==> config.mk <==
export PLATFORM = sky130hd
export DESIGN_NAME = eir_irq_port
export DESIGN_NICKNAME = d
export VERILOG_FILES = /design/src/hdl/eir_pkg.sv /design/src/hdl/eir_axil_slave.sv /design/src/hdl/eir_irq_port.sv /design/src/hdl/eir_msi_former.sv
export SDC_FILE = /design/constraint.sdc
export NUM_CORES = 1
export LEC_CHECK = 0
export BUFFER_PORTS_ARGS = -buffer_cell sky130_fd_sc_hd__buf_2
export CORE_UTILIZATION = 40
export CTS_CLUSTER_SIZE = 28
export DETAILED_ROUTE_END_ITERATION = 10
export PLACE_DENSITY = 0.68
export SETUP_SLACK_MARGIN = 0.1
export SYNTH_ARGS = -nofsm -noshare
export SYNTH_HDL_FRONTEND = slang
export SYNTH_HIERARCHICAL = 1
export SYNTH_SLANG_ARGS = --single-unit
export TNS_END_PERCENT = 5
==> constraint.sdc <==
create_clock -name aclk -period 6 [get_ports aclk]
set_input_delay 0 -clock aclk [delete_from_list [all_inputs] [get_ports aclk]]
set_output_delay 0 -clock aclk [all_outputs]
set_load 0.01 [all_outputs]
==> src/hdl/eir_pkg.sv <==
// package: constants, types and helpers of the endpoint interrupt request port
`default_nettype none
package eir_pkg;
    // ----------------------------------------------------------------
    // register bus
    // ----------------------------------------------------------------
    localparam int AXI_AW = 8;
    localparam int AXI_DW = 32;
    localparam int AXI_SW = AXI_DW / 8;
    localparam logic [AXI_AW-1:0] REG_CTRL = 8'h00;
    localparam logic [AXI_AW-1:0] REG_MSIDATA = 8'h04;
    localparam logic [AXI_AW-1:0] REG_STATUS = 8'h08;
    localparam logic [AXI_AW-1:0] REG_LASTMSG = 8'h0C;
    localparam logic [AXI_AW-1:0] REG_COUNT = 8'h10;
    localparam logic [1:0] RESP_OKAY = 2'h0;
    localparam logic [1:0] RESP_DECERR = 2'h3;
    localparam logic [AXI_DW-1:0] RD_ZERO = 32'h0000_0000;

    // ----------------------------------------------------------------
    // field layout
    // ----------------------------------------------------------------
    localparam int CTRL_MSI_EN = 0;
    localparam int CTRL_MSIX_EN = 1;
    localparam int CTRL_MSIX_FM = 2;
    localparam int CTRL_MME_LSB = 4;
    localparam int CTRL_AUTO_DIS = 8;
    localparam int MME_W = 3;
    localparam logic [MME_W-1:0] MME_SINGLE = 3'h0;
    localparam logic [MME_W-1:0] MME_MAX = 3'h5;
    localparam int STAT_INT = 0;
    localparam int STAT_BUSY = 1;
    localparam int STAT_MSGNUM_LSB = 8;
    localparam int LAST_KIND_LSB = 16;
    localparam int MSGNUM_W = 5;
    localparam int VEC_W = 8;
    localparam int MDATA_W = 16;
    localparam logic [MDATA_W-1:0] INTA_CODE = 16'h0000;

    // ----------------------------------------------------------------
    // timing and message kinds
    // ----------------------------------------------------------------
    localparam int TX_LAT_DEF = 4;
    localparam int CNT_W = 8;
    localparam int GCNT_W = 16;

    typedef enum logic [1:0] {KIND_ASSERT, KIND_DEASSERT, KIND_MSI, KIND_MSIX} eir_kind_e;

    // low vector bits the application may override for a given enable code
    function automatic logic [VEC_W-1:0] vec_mask(input logic [MME_W-1:0] mme);
        logic [VEC_W:0] full;
        full = (9'h001 << mme) - 9'h001;
        return full[VEC_W-1:0];
    endfunction : vec_mask

    function automatic logic [AXI_DW-1:0] wmerge(input logic [AXI_DW-1:0] old,
                                                 input logic [AXI_DW-1:0] nw,
                                                 input logic [AXI_SW-1:0] strb);
        logic [AXI_DW-1:0] res;
        res = old;
        for (int i = 0; i < AXI_SW; i++) begin
            if (strb[i]) begin
                res[8*i +: 8] = nw[8*i +: 8];
            end
        end
        return res;
    endfunction : wmerge
endpackage : eir_pkg
`default_nettype wire

==> src/hdl/eir_axil_slave.sv <==
// module: axi4-lite slave front end turning bus beats into register strobes
`timescale 1ns/1ns
`default_nettype none
module eir_axil_slave (
    input wire logic aclk,
    input wire logic aresetn,
    input wire logic [eir_pkg::AXI_AW-1:0] s_axi_awaddr,
    input wire logic s_axi_awvalid,
    output logic s_axi_awready,
    input wire logic [eir_pkg::AXI_DW-1:0] s_axi_wdata,
    input wire logic [eir_pkg::AXI_SW-1:0] s_axi_wstrb,
    input wire logic s_axi_wvalid,
    output logic s_axi_wready,
    output logic [1:0] s_axi_bresp,
    output logic s_axi_bvalid,
    input wire logic s_axi_bready,
    input wire logic [eir_pkg::AXI_AW-1:0] s_axi_araddr,
    input wire logic s_axi_arvalid,
    output logic s_axi_arready,
    output logic [eir_pkg::AXI_DW-1:0] s_axi_rdata,
    output logic [1:0] s_axi_rresp,
    output logic s_axi_rvalid,
    input wire logic s_axi_rready,
    output logic wr_en,
    output logic [eir_pkg::AXI_AW-1:0] wr_addr,
    output logic [eir_pkg::AXI_DW-1:0] wr_data,
    output logic [eir_pkg::AXI_SW-1:0] wr_strb,
    input wire logic wr_ok,
    output logic [eir_pkg::AXI_AW-1:0] rd_addr,
    input wire logic [eir_pkg::AXI_DW-1:0] rd_data,
    input wire logic rd_ok
);
    import eir_pkg::*;

    typedef struct packed {
        logic aw_got;
        logic w_got;
        logic [AXI_AW-1:0] waddr;
        logic [AXI_DW-1:0] wdata;
        logic [AXI_SW-1:0] wstrb;
        logic bvalid;
        logic [1:0] bresp;
        logic awready;
        logic wready;
        logic arready;
        logic rvalid;
        logic [AXI_DW-1:0] rdata;
        logic [1:0] rresp;
    } eir_axil_s;

    eir_axil_s r_ff;
    eir_axil_s nxt_r;

    assign wr_en = r_ff.aw_got && r_ff.w_got && !r_ff.bvalid;
    assign wr_addr = r_ff.waddr;
    assign wr_data = r_ff.wdata;
    assign wr_strb = r_ff.wstrb;
    assign rd_addr = s_axi_araddr;
    assign s_axi_awready = r_ff.awready;
    assign s_axi_wready = r_ff.wready;
    assign s_axi_bvalid = r_ff.bvalid;
    assign s_axi_bresp = r_ff.bresp;
    assign s_axi_arready = r_ff.arready;
    assign s_axi_rvalid = r_ff.rvalid;
    assign s_axi_rdata = r_ff.rdata;
    assign s_axi_rresp = r_ff.rresp;

    always_comb begin
        nxt_r = r_ff;
        if (s_axi_awvalid && r_ff.awready) begin
            nxt_r.aw_got = 1'b1;
            nxt_r.waddr = s_axi_awaddr;
        end
        if (s_axi_wvalid && r_ff.wready) begin
            nxt_r.w_got = 1'b1;
            nxt_r.wdata = s_axi_wdata;
            nxt_r.wstrb = s_axi_wstrb;
        end
        if (wr_en) begin
            nxt_r.aw_got = 1'b0;
            nxt_r.w_got = 1'b0;
            nxt_r.bvalid = 1'b1;
            nxt_r.bresp = wr_ok ? RESP_OKAY : RESP_DECERR;
        end else if (r_ff.bvalid && s_axi_bready) begin
            nxt_r.bvalid = 1'b0;
        end
        // readies are registered so the top sees them straight from flops
        nxt_r.awready = !nxt_r.aw_got && !nxt_r.bvalid;
        nxt_r.wready = !nxt_r.w_got && !nxt_r.bvalid;
        if (s_axi_arvalid && r_ff.arready) begin
            nxt_r.rvalid = 1'b1;
            nxt_r.rdata = rd_ok ? rd_data : RD_ZERO;
            nxt_r.rresp = rd_ok ? RESP_OKAY : RESP_DECERR;
        end else if (r_ff.rvalid && s_axi_rready) begin
            nxt_r.rvalid = 1'b0;
        end
        nxt_r.arready = !nxt_r.rvalid;
    end

    always_ff @(posedge aclk) begin
        if (!aresetn) begin
            r_ff <= '0;
        end else begin
            r_ff <= nxt_r;
        end
    end
endmodule : eir_axil_slave
`default_nettype wire

==> src/hdl/eir_irq_port.sv <==
// module: endpoint interrupt request port with its host-side control registers
`timescale 1ns/1ns
`default_nettype none

// Contract
// RL1 - The application holds its interrupt request high until it sees the grant.
// RL2 - The grant is raised in a cycle where the request is high and marks the message as sent.
// RL3 - For a legacy request the select input picks assert (1) or deassert (0); msi ignores it.
// RL4 - For multi-vector msi the low vector bits, as many as the enable code gives, are used.
// RL5 - With a single msi vector enabled the vector input is ignored.
// RL6 - Legacy messages only ever name the first interrupt pin, code 00h.
// RL7 - The low eight bits of the msi message data are shown on an output at all times.
// RL8 - The multiple message enable output runs from 000b to 101b and gives the vector bit count.
// RL9 - With msi enabled only msi messages are sent; otherwise legacy or msi-x. Here msi-x is sent instead when msi-x is enabled too.
// RL10 - With msi-x enabled only msi-x messages are sent; otherwise legacy or msi.
// RL11 - The msi-x function mask output at 1 masks every vector, holding back msi-x grants.
// RL12 - The 5-bit message number input is copied into the capability message number field.
// RL13 - The application updates the message number when a new enable code makes it invalid.
// RL14 - With automatic status update off, the status bit follows the application status input.
// RL15 - Everything runs on the user clock edge and pending requests die during reset.
module eir_irq_port #(
    parameter int TX_LAT_CYC = eir_pkg::TX_LAT_DEF
) (
    input wire logic aclk,
    input wire logic aresetn,
    input wire logic [eir_pkg::AXI_AW-1:0] s_axi_awaddr,
    input wire logic s_axi_awvalid,
    output logic s_axi_awready,
    input wire logic [eir_pkg::AXI_DW-1:0] s_axi_wdata,
    input wire logic [eir_pkg::AXI_SW-1:0] s_axi_wstrb,
    input wire logic s_axi_wvalid,
    output logic s_axi_wready,
    output logic [1:0] s_axi_bresp,
    output logic s_axi_bvalid,
    input wire logic s_axi_bready,
    input wire logic [eir_pkg::AXI_AW-1:0] s_axi_araddr,
    input wire logic s_axi_arvalid,
    output logic s_axi_arready,
    output logic [eir_pkg::AXI_DW-1:0] s_axi_rdata,
    output logic [1:0] s_axi_rresp,
    output logic s_axi_rvalid,
    input wire logic s_axi_rready,
    input wire logic interrupt_req,
    output logic interrupt_rdy,
    input wire logic intx_assert_sel,
    input wire logic [eir_pkg::VEC_W-1:0] msi_vector_in,
    output logic [eir_pkg::VEC_W-1:0] msi_data_low,
    output logic [eir_pkg::MME_W-1:0] mm_enable,
    output logic msi_enable,
    output logic msix_enable,
    output logic msix_func_mask,
    input wire logic [eir_pkg::MSGNUM_W-1:0] msgnum_in,
    output logic [eir_pkg::MSGNUM_W-1:0] cap_msgnum,
    input wire logic int_stat_in,
    output logic int_status,
    output logic msg_tx_valid,
    output var eir_pkg::eir_kind_e msg_tx_kind,
    output logic [eir_pkg::MDATA_W-1:0] msg_tx_data
);
    import eir_pkg::*;

    // ----------------------------------------------------------------
    // state
    // ----------------------------------------------------------------
    localparam logic [CNT_W-1:0] LAT_LOAD = CNT_W'(TX_LAT_CYC - 1);
    localparam logic [CNT_W-1:0] CNT_ZERO = '0;

    typedef struct packed {
        logic msi_en;
        logic msix_en;
        logic msix_fm;
        logic [MME_W-1:0] mme;
        logic auto_dis;
        logic [MDATA_W-1:0] msi_data;
        logic [MSGNUM_W-1:0] msgnum;
        logic int_status;
        logic busy;
        logic [CNT_W-1:0] cnt;
        logic rdy;
        logic tx_valid;
        eir_kind_e tx_kind;
        logic [MDATA_W-1:0] tx_data;
        logic [GCNT_W-1:0] count;
    } eir_state_s;

    eir_state_s r_ff;
    eir_state_s nxt_r;

    logic wr_en;
    logic [AXI_AW-1:0] wr_addr;
    logic [AXI_DW-1:0] wr_data;
    logic [AXI_SW-1:0] wr_strb;
    logic wr_ok;
    logic [AXI_AW-1:0] rd_addr;
    logic [AXI_DW-1:0] rd_data;
    logic rd_ok;
    logic [MDATA_W-1:0] msi_word;
    logic blocked;
    eir_kind_e kind;

    // ----------------------------------------------------------------
    // bus front end and msi data builder
    // ----------------------------------------------------------------
    eir_axil_slave u_bus (
        .aclk(aclk),
        .aresetn(aresetn),
        .s_axi_awaddr(s_axi_awaddr),
        .s_axi_awvalid(s_axi_awvalid),
        .s_axi_awready(s_axi_awready),
        .s_axi_wdata(s_axi_wdata),
        .s_axi_wstrb(s_axi_wstrb),
        .s_axi_wvalid(s_axi_wvalid),
        .s_axi_wready(s_axi_wready),
        .s_axi_bresp(s_axi_bresp),
        .s_axi_bvalid(s_axi_bvalid),
        .s_axi_bready(s_axi_bready),
        .s_axi_araddr(s_axi_araddr),
        .s_axi_arvalid(s_axi_arvalid),
        .s_axi_arready(s_axi_arready),
        .s_axi_rdata(s_axi_rdata),
        .s_axi_rresp(s_axi_rresp),
        .s_axi_rvalid(s_axi_rvalid),
        .s_axi_rready(s_axi_rready),
        .wr_en(wr_en),
        .wr_addr(wr_addr),
        .wr_data(wr_data),
        .wr_strb(wr_strb),
        .wr_ok(wr_ok),
        .rd_addr(rd_addr),
        .rd_data(rd_data),
        .rd_ok(rd_ok)
    );

    eir_msi_former u_msi (
        .msg_data(r_ff.msi_data),
        .mm_code(r_ff.mme),
        .vector(msi_vector_in),
        .data_out(msi_word)
    );

    // ----------------------------------------------------------------
    // register write accept and read side
    // ----------------------------------------------------------------
    assign wr_ok = (wr_addr == REG_CTRL) || (wr_addr == REG_MSIDATA) ||
                   (wr_addr == REG_STATUS) || (wr_addr == REG_LASTMSG) ||
                   (wr_addr == REG_COUNT);

    always_comb begin
        rd_data = RD_ZERO;
        rd_ok = 1'b1;
        unique case (rd_addr)
            REG_CTRL: begin
                rd_data[CTRL_MSI_EN] = r_ff.msi_en;
                rd_data[CTRL_MSIX_EN] = r_ff.msix_en;
                rd_data[CTRL_MSIX_FM] = r_ff.msix_fm;
                rd_data[CTRL_MME_LSB +: MME_W] = r_ff.mme;
                rd_data[CTRL_AUTO_DIS] = r_ff.auto_dis;
            end
            REG_MSIDATA: rd_data[MDATA_W-1:0] = r_ff.msi_data;
            REG_STATUS: begin
                rd_data[STAT_INT] = r_ff.int_status;
                rd_data[STAT_BUSY] = r_ff.busy;
                rd_data[STAT_MSGNUM_LSB +: MSGNUM_W] = r_ff.msgnum;
            end
            REG_LASTMSG: begin
                rd_data[MDATA_W-1:0] = r_ff.tx_data;
                rd_data[LAST_KIND_LSB +: 2] = r_ff.tx_kind;
            end
            REG_COUNT: rd_data[GCNT_W-1:0] = r_ff.count;
            default: rd_ok = 1'b0;
        endcase
    end

    // ----------------------------------------------------------------
    // request engine
    // ----------------------------------------------------------------
    // msi-x wins over msi if software enables both; the host should never do so
    assign kind = r_ff.msix_en ? KIND_MSIX : r_ff.msi_en ? KIND_MSI : // RL9 RL10
                  intx_assert_sel ? KIND_ASSERT : KIND_DEASSERT; // RL3
    assign blocked = r_ff.msix_en && r_ff.msix_fm; // RL11

    always_comb begin
        logic [AXI_DW-1:0] c;
        c = RD_ZERO;
        nxt_r = r_ff;
        nxt_r.rdy = 1'b0;
        nxt_r.tx_valid = 1'b0;
        if (wr_en && wr_addr == REG_CTRL) begin
            c[CTRL_MSI_EN] = r_ff.msi_en;
            c[CTRL_MSIX_EN] = r_ff.msix_en;
            c[CTRL_MSIX_FM] = r_ff.msix_fm;
            c[CTRL_MME_LSB +: MME_W] = r_ff.mme;
            c[CTRL_AUTO_DIS] = r_ff.auto_dis;
            c = wmerge(c, wr_data, wr_strb);
            nxt_r.msi_en = c[CTRL_MSI_EN];
            nxt_r.msix_en = c[CTRL_MSIX_EN];
            nxt_r.msix_fm = c[CTRL_MSIX_FM];
            // codes above the top legal one saturate instead of wrapping
            nxt_r.mme = (c[CTRL_MME_LSB +: MME_W] > MME_MAX) ? MME_MAX :
                        c[CTRL_MME_LSB +: MME_W]; // RL8
            nxt_r.auto_dis = c[CTRL_AUTO_DIS];
        end
        if (wr_en && wr_addr == REG_MSIDATA) begin
            c = wmerge({{(AXI_DW-MDATA_W){1'b0}}, r_ff.msi_data}, wr_data, wr_strb);
            nxt_r.msi_data = c[MDATA_W-1:0];
        end
        nxt_r.msgnum = msgnum_in; // RL12
        if (r_ff.auto_dis) begin
            nxt_r.int_status = int_stat_in; // RL14
        end
        if (r_ff.busy) begin
            if (!interrupt_req) begin
                // request dropped early: abandon it, nothing goes out
                nxt_r.busy = 1'b0;
            end else if (r_ff.cnt != CNT_ZERO) begin
                nxt_r.cnt = r_ff.cnt - 1'b1;
            end else if (!blocked) begin
                nxt_r.busy = 1'b0;
                nxt_r.rdy = 1'b1; // RL2
                nxt_r.tx_valid = 1'b1;
                nxt_r.tx_kind = kind;
                nxt_r.count = r_ff.count + 1'b1;
                if (kind == KIND_MSI || kind == KIND_MSIX) begin
                    nxt_r.tx_data = msi_word; // RL4 RL5
                end else begin
                    nxt_r.tx_data = INTA_CODE; // RL6
                    if (!r_ff.auto_dis) begin
                        nxt_r.int_status = (kind == KIND_ASSERT);
                    end
                end
            end
        end else if (interrupt_req && !r_ff.rdy && !blocked) begin
            // the grant cycle itself never restarts, so one request sends once
            nxt_r.busy = 1'b1;
            nxt_r.cnt = LAT_LOAD;
        end
    end

    always_ff @(posedge aclk) begin
        if (!aresetn) begin
            r_ff <= '0; // RL15
        end else begin
            r_ff <= nxt_r;
        end
    end

    // ----------------------------------------------------------------
    // outputs
    // ----------------------------------------------------------------
    assign interrupt_rdy = r_ff.rdy;
    assign msi_data_low = r_ff.msi_data[VEC_W-1:0]; // RL7
    assign mm_enable = r_ff.mme; // RL8
    assign msi_enable = r_ff.msi_en; // RL9
    assign msix_enable = r_ff.msix_en; // RL10
    assign msix_func_mask = r_ff.msix_fm; // RL11
    assign cap_msgnum = r_ff.msgnum; // RL12
    assign int_status = r_ff.int_status;
    assign msg_tx_valid = r_ff.tx_valid;
    assign msg_tx_kind = r_ff.tx_kind;
    assign msg_tx_data = r_ff.tx_data;

    // ----------------------------------------------------------------
    // assertions
    // ----------------------------------------------------------------
    localparam int LAT_CHK = TX_LAT_CYC + 1;
endmodule : eir_irq_port
`default_nettype wire

==> src/hdl/eir_msi_former.sv <==
// module: builds the message data word of an msi from vector and enable code
`timescale 1ns/1ns
`default_nettype none
module eir_msi_former (
    input wire logic [eir_pkg::MDATA_W-1:0] msg_data,
    input wire logic [eir_pkg::MME_W-1:0] mm_code,
    input wire logic [eir_pkg::VEC_W-1:0] vector,
    output logic [eir_pkg::MDATA_W-1:0] data_out
);
    import eir_pkg::*;
    logic [MDATA_W-1:0] mask;

    // single vector gives an empty mask, so the vector input drops out
    assign mask = {{(MDATA_W-VEC_W){1'b0}}, vec_mask(mm_code)}; // RL4 RL5
    assign data_out = (msg_data & ~mask) | ({{(MDATA_W-VEC_W){1'b0}}, vector} & mask); // RL4
endmodule : eir_msi_former
`default_nettype wire

==> metrics.md, run 1 <==
| Metric | Value |
|---|---|
| Met3 Wirelength | 1101 um |
| Drt first pass iters | 5 |
| WP data required | 6.35 ns |
| CTS resizes | 0 |
| FP Rows | 49 |
| Max-slew headroom | 26.87% |
| Antenna violations before repair | 0 |
| DRC | 0 |
| Worst R2R Start | r_ff[36]$_SDFFE_PN0P_ |
| Die Width | 139.3 um |
| Die area | 0.01941 sq mm |
| GR Overflow Total | 0 |
| Syn Area/Cell | 8.926 sq um |
| Worst endpoint data arrival time | 3.26 ns |
| Status | complete, no violations |
| Fmax | 343.7 MHz |
| Hold Fails Final Rpt | 0 |
| Total core area | 0.01821 sq mm |
| Die Height | 139.3 um |
| Crit path time final | 2.909 ns |
| Synth Instances | 845 |
| Layout Nets | 976 |
| 1st-iter DRT viols | 360 |
| RSZ-0062 raised after global routing | false |
| CP Max Fanout | 23 |
| WS Path Type | reg -> reg |
| Gp weighted congestion | 0.8700 |
| Vias in the first global route | 5356 |
| Setup TNS | 0 ns |
| Clock transition at the registers of the reported paths | 0.06 ns |
| Hold Startpoint | msi_vector_in[6] |
| Most frequent cells in the layout | dfxtp_1 (140), buf_2 (136), nand2_1 (135) |
| CTS tree | done |
| Clk root buf | clkbuf_16 |
| CTS Hold Bufs | 47 |
| GRT Total Usage | 19.38% |
| Synthesized cell area | 0.007542 sq mm |
| Final period utilization | 48.49% |
| Met1 Wirelength | 8804 um |
| Setup violators final | 0 |
| Final Util | 46.57% |
| Most common cell after layout, fill and taps aside | dfxtp_1 |
| Via count | 5896 |
| Vias per inst | 5.172 |
| IO buf count | 136 |
| Slew Limit Fails | 0 |
| Initial Util | 41.42% |
| Latest clock arrival within the worst-skew pair | 0.42 ns |
| Hold WC Path Type | in -> reg |
| Yosys warns | 6 |
| Critical Path Start | r_ff[36]$_SDFFE_PN0P_ |
| Fill cells | 1764 |
| P_leak | 3.297 nW |
| Worst vdd ir | 0.1891 mV |
| CTS Sinks | 140 |
| CTS Buf Count | 17 |
| Crit path launch type | register |
| Routed WL | 18590 um |
| Maxcap violations | 0 |
| Crit. End Element | register |
| H-tree depth | 4 |
| Slew @ Worst Pin | 1.088 ns |
| DP HPWL | 12510 um |
| First-pass GRT wire length | 28920 um |
| Multi-input logic area | 0.003540 sq mm |
| Post-CTS setup repair buffer count | 0 |
| Number of I/O pins | 156 |
| Area Growth Syn to Fin | 12.43% |
| Largest net degree at the start of global routing | 109 |
| Antenna-violating nets left | 0 |
| Top layer reached by signal wires | met4 |
| Antenna Cells | 0 |
| Pwr/cell area | 264.3 mW/mm^2 |
| Met2 WL | 8270 um |
| Detail-routed net length per standard cell | 16.30 um |
| Share of layout cells above drive strength 1 | 27.88% |
| Seq. cell area | 0.002803 sq mm |
| Layout Skew | 0.007142 ns |
| Largest buffer count on any clock path | 2 |
-- metrics by stage --
stage | hold WS, ns | setup slack (ns) | std cells | area (sq um) | power, mW
final | 0.01697 | 3.091 | 1140 | 8479 | 2.241
after global routing | 0.04157 | 2.961 | 1140 | 8479 | 2.328
after CTS | 0.01198 | 3.067 | 1140 | 8479 | 2.265
after detailed placement | 0.2103 | 3.083 | 1061 | 7388 | 1.138
after global placement | 0.2065 | 3.092 | 1061 | 7388 | 1.135
after floorplan | 0.1273 | 3.706 | 858 | 7591 | 1.117
-- flip-flops by register name, summed over array words and instances, names as in the netlist, 3 cells and up --
register / count
cap_msgnum: 5
mm_enable: 3
msg_tx_data: 16
msi_data_low: 8
r_ff: 34
u_bus/s_axi_rdata: 32
u_bus/wr_addr: 8
u_bus/wr_data: 16
-- power breakdown --
part / switching [mW] / internal, mW
sequential: 0.0183 / 0.949
clock: 0.404 / 0.697
combinational: 0.0976 / 0.0749
-- critical path, cell delays in order, from the launching register on --
cell     delay [ns]
dfxtp_1        0.35
inv_1          0.09
ha_1           0.13
or3b_2         0.59
or4_1          0.95
nor4_1         0.51
mux2i_1        0.21
-- cell type report --
| class | count | share of cell area (%) |
|---|---|---|
| Multi-Input combinational cell | 540 | 41.74 |
| Sequential cell | 140 | 33.05 |
| Timing Repair Buffer | 188 | 14.02 |
| Clock buffer | 22 | 5.710 |
| Tap cell | 229 | 3.379 |
| Clock inverter | 10 | 1.608 |
| Inverter | 11 | 0.4869 |
-- layer usage --
metal / vias to the layer above / global-route usage (%)
li1: 2906 / -
met1: 2753 / 26.41
met2: 209 / 29.54
met3: 28 / 4.267
met4: 0 / 7.895
met5: - / 0
-- worst paths after layout --
kind	end	slack, ns	cells after the start
worst max-delay path	r_ff[15]$_SDFFE_PN0P_	3.09	6
worst min-delay path	msg_tx_data[6]$_SDFFE_PN0P_	0.02	4
worst max register to register	r_ff[15]$_SDFFE_PN0P_	3.09	6
worst min register to register	u_bus/s_axi_rdata[15]$_SDFFE_PN0P_	0.45	2
(Power assumes the default switching activity.)
==> run 2, diff against run 1 <==
- clock period: 6 -> 3 ns (I/O delays scaled with it)
==> run 2 against run 1 <==
  * Global-route usage about the same
  * Combinational power increased by 98%
  * Sequential power increased by 99%
  * Count of clock-buffer cells in the layout unchanged
  * Flip-flop and latch count unchanged
  * Routed wire length decreased by 0.49%
  * Sequential share of layout area about the same
  * Critical path type unchanged
  * Largest power group unchanged
  * Highest routed layer unchanged
==> metrics.md, run 2 (synthesis results as in run 1) <==
| Metric | Value |
|---|---|
| Final Worst Setup Slack | 0.2486 ns (was 3.091 ns) |
| Worst vdd ir | 0.3815 mV (was 0.1891 mV) |
| CTS Buf Count | 17 (unchanged) |
| Antenna Cells | 0 (unchanged) |
| Status | complete, no violations (unchanged) |
| P_leak | 3.309 nW (was 3.297 nW) |
| FP Rows | 49 (unchanged) |
| Largest Register | r_ff (unchanged) |
| Largest net degree at the start of global routing | 108 (was 109) |
| Fmax | 363.5 MHz (was 343.7 MHz) |
| Most common cell after layout, fill and taps aside | dfxtp_1 (unchanged) |
| Most frequent cells in the layout | dfxtp_1 (140), buf_2 (136), nand2_1 (135) (unchanged) |
| Die Height | 139.3 um (unchanged) |
| Die Width | 139.3 um (unchanged) |
| Post-CTS setup repair buffer count | 0 (unchanged) |
| CTS tree | done (unchanged) |
| DP HPWL | 12620 um (was 12510 um) |
| WP data required | 3.31 ns (was 6.35 ns) |
| Via count | 5895 (was 5896) |
| Met3 Wirelength | 1177 um (was 1101 um) |
| Seq. cell area | 0.002803 sq mm (unchanged) |
| 1st-iter DRT viols | 374 (was 360) |
| Hold Startpoint | msi_vector_in[0] (was msi_vector_in[6]) |
| Share of layout cells above drive strength 1 | 28.38% (was 27.88%) |
| Hold path endpoint | msg_tx_data[0]$_SDFFE_PN0P_ (was msg_tx_data[6]$_SDFFE_PN0P_) |
| Number of flip-flops in the largest register | 34 (unchanged) |
| Critical path buffer and inverter count | 2 (was 1) |
| Hold Fails Final Rpt | 0 (unchanged) |
| R2R Setup Slk | 0.25 ns (was 3.09 ns) |
| CP delay by family, top | simple AND/OR/NAND/NOR gates (unchanged) |
| Vias in the first global route | 5373 (was 5356) |
| Pre-CTS setup slack | 0.3463 ns (was 3.083 ns) |
| Antenna violations before repair | 0 (unchanged) |
| Met1 Wirelength | 8700 um (was 8804 um) |
| Crit path time final | 2.751 ns (was 2.909 ns) |
| Slowest CP cell | nor4_1 (was or4_1) |
| Multi-input logic area | 0.003540 sq mm (unchanged) |
| H-tree depth | 4 (unchanged) |
| Crit path largest cell delay | 0.59 ns (was 0.95 ns) |
| Fill cells | 1729 (was 1764) |
| WS Path Type | reg -> reg (unchanged) |
| Number of I/O pins | 156 (unchanged) |
| Crit. End Element | register (unchanged) |
| Hold Path Cell Cnt | 4 (unchanged) |
| DRC | 0 (unchanged) |
| Critical Path Start | r_ff[36]$_SDFFE_PN0P_ (unchanged) |
| Placed cell count | 1067 (was 1061) |
| GRT Total Usage | 19.42% (was 19.38%) |
| Clk root buf | clkbuf_16 (unchanged) |
| CTS Sinks | 140 (unchanged) |
| RSZ-0062 raised after global routing | false (unchanged) |
| Met2 WL | 8316 um (was 8270 um) |
| Die area | 0.01941 sq mm (unchanged) |
| Initial Util | 41.42% (unchanged) |
| Top layer reached by signal wires | met4 (unchanged) |
| FF-to-FF path depth | 7 (was 6) |
| Latest clock arrival within the worst-skew pair | 0.43 ns (was 0.42 ns) |
| Final Non-Filler Cells | 1145 (was 1140) |
| Crit path launch type | register (unchanged) |
| Tot Pwr | 4.395 mW (was 2.241 mW) |
| Worst R2R Start | r_ff[36]$_SDFFE_PN0P_ (unchanged) |
| Clock transition at the registers of the reported paths | 0.06 ns (about the same) |
| Total core area | 0.01821 sq mm (unchanged) |
| Area Growth Syn to Fin | 12.59% (was 12.43%) |
| Slew @ Worst Pin | 0.9829 ns (was 1.088 ns) |
| CP Max Fanout | 13 (was 23) |
| Layout Skew | 0.01738 ns (was 0.007142 ns) |
| Vias per inst | 5.148 (was 5.172) |
| Gp weighted congestion | 0.8543 (was 0.8700) |
| GR Overflow Total | 0 (unchanged) |
| Drt first pass iters | 5 (unchanged) |
| Detail-routed net length per standard cell | 16.15 um (was 16.30 um) |
| Max-slew headroom | 34.47% (was 26.87%) |
| IO buf count | 136 (unchanged) |
| Largest buffer count on any clock path | 2 (unchanged) |
| Layout Nets | 981 (was 976) |
| Pwr/cell area | 517.6 mW/mm^2 (was 264.3 mW/mm^2) |
| Routed WL | 18500 um (was 18590 um) |
| Reg-to-reg endpoint | int_status$_SDFF_PN0_ (was r_ff[15]$_SDFFE_PN0P_) |
| Maxcap violations | 0 (unchanged) |
| Worst endpoint data arrival time | 3.06 ns (was 3.26 ns) |
| Setup violators final | 0 (unchanged) |
| First-pass GRT wire length | 29160 um (was 28920 um) |
| Antenna-violating nets left | 0 (unchanged) |
| Slew Limit Fails | 0 (unchanged) |
| Setup TNS | 0 ns (unchanged) |
| Crit path cell chain | inv_1 > ha_1 > or3b_2 > nor4_1 > mux2i_1 > a21oi_1 > dlygate4sd3_1 (was inv_1 > ha_1 > or3b_2 > or4_1 > nor4_1 > mux2i_1) |
| Final period utilization | 91.71% (was 48.49%) |
| Hold WC Path Type | in -> reg (unchanged) |
==> run 2: worst max-delay path by stage <==
stage	end	cells after the start
6_report	int_status$_SDFF_PN0_	7
3_5_place_dp	r_ff[13]$_SDFFE_PN0P_	6
5_1_grt	int_status$_SDFF_PN0_	7
2_1_floorplan	r_ff[4]$_SDFFE_PN0P_	7
4_1_cts	int_status$_SDFF_PN0_	7
3_3_place_gp	r_ff[15]$_SDFFE_PN0P_	6
==> run 2: cell type report <==
cell class	instances	share of cell area, %
multi-input cells	540	41.68
flip-flops and latches	140	33.00
repair buffers	193	14.41
clock buffers	22	5.702
well taps	229	3.374
clock inverters	10	1.341
inverters	11	0.4862
==> run 2: layer usage <==
layer,global-route usage (%),vias to the layer above
met5,0,-
met4,7.076,0
met3,3.957,22
met2,30.26,232
met1,26.46,2728
li1,-,2913
==> run 2: tightest hold or removal path, stage by stage <==
cell     delay, ns
buf_2         0.10
mux2_1        0.11
nand3_1       0.06
a21oi_1       0.13
==> run 2: where the power goes <==
group          internal (mW)  switching, mW
clock                   1.31          0.810
combinational          0.151          0.192
sequential              1.90         0.0355
==> run 2: stage by stage <==
step,utilization [%],hold WS [ns],area (sq um)
2_1_floorplan,-,0.1273,7591
3_3_place_gp,40.82,0.2058,7433
3_5_place_dp,40.82,0.2106,7433
4_1_cts,46.64,0.0002351,8492
5_1_grt,46.64,0.01800,8492
6_report,46.64,0.01334,8492
==> run 2: what timing repair did <==
action	CTS	global route
resized for setup	0	0
hold endpoints to repair	39	0
hold buffers	46	0
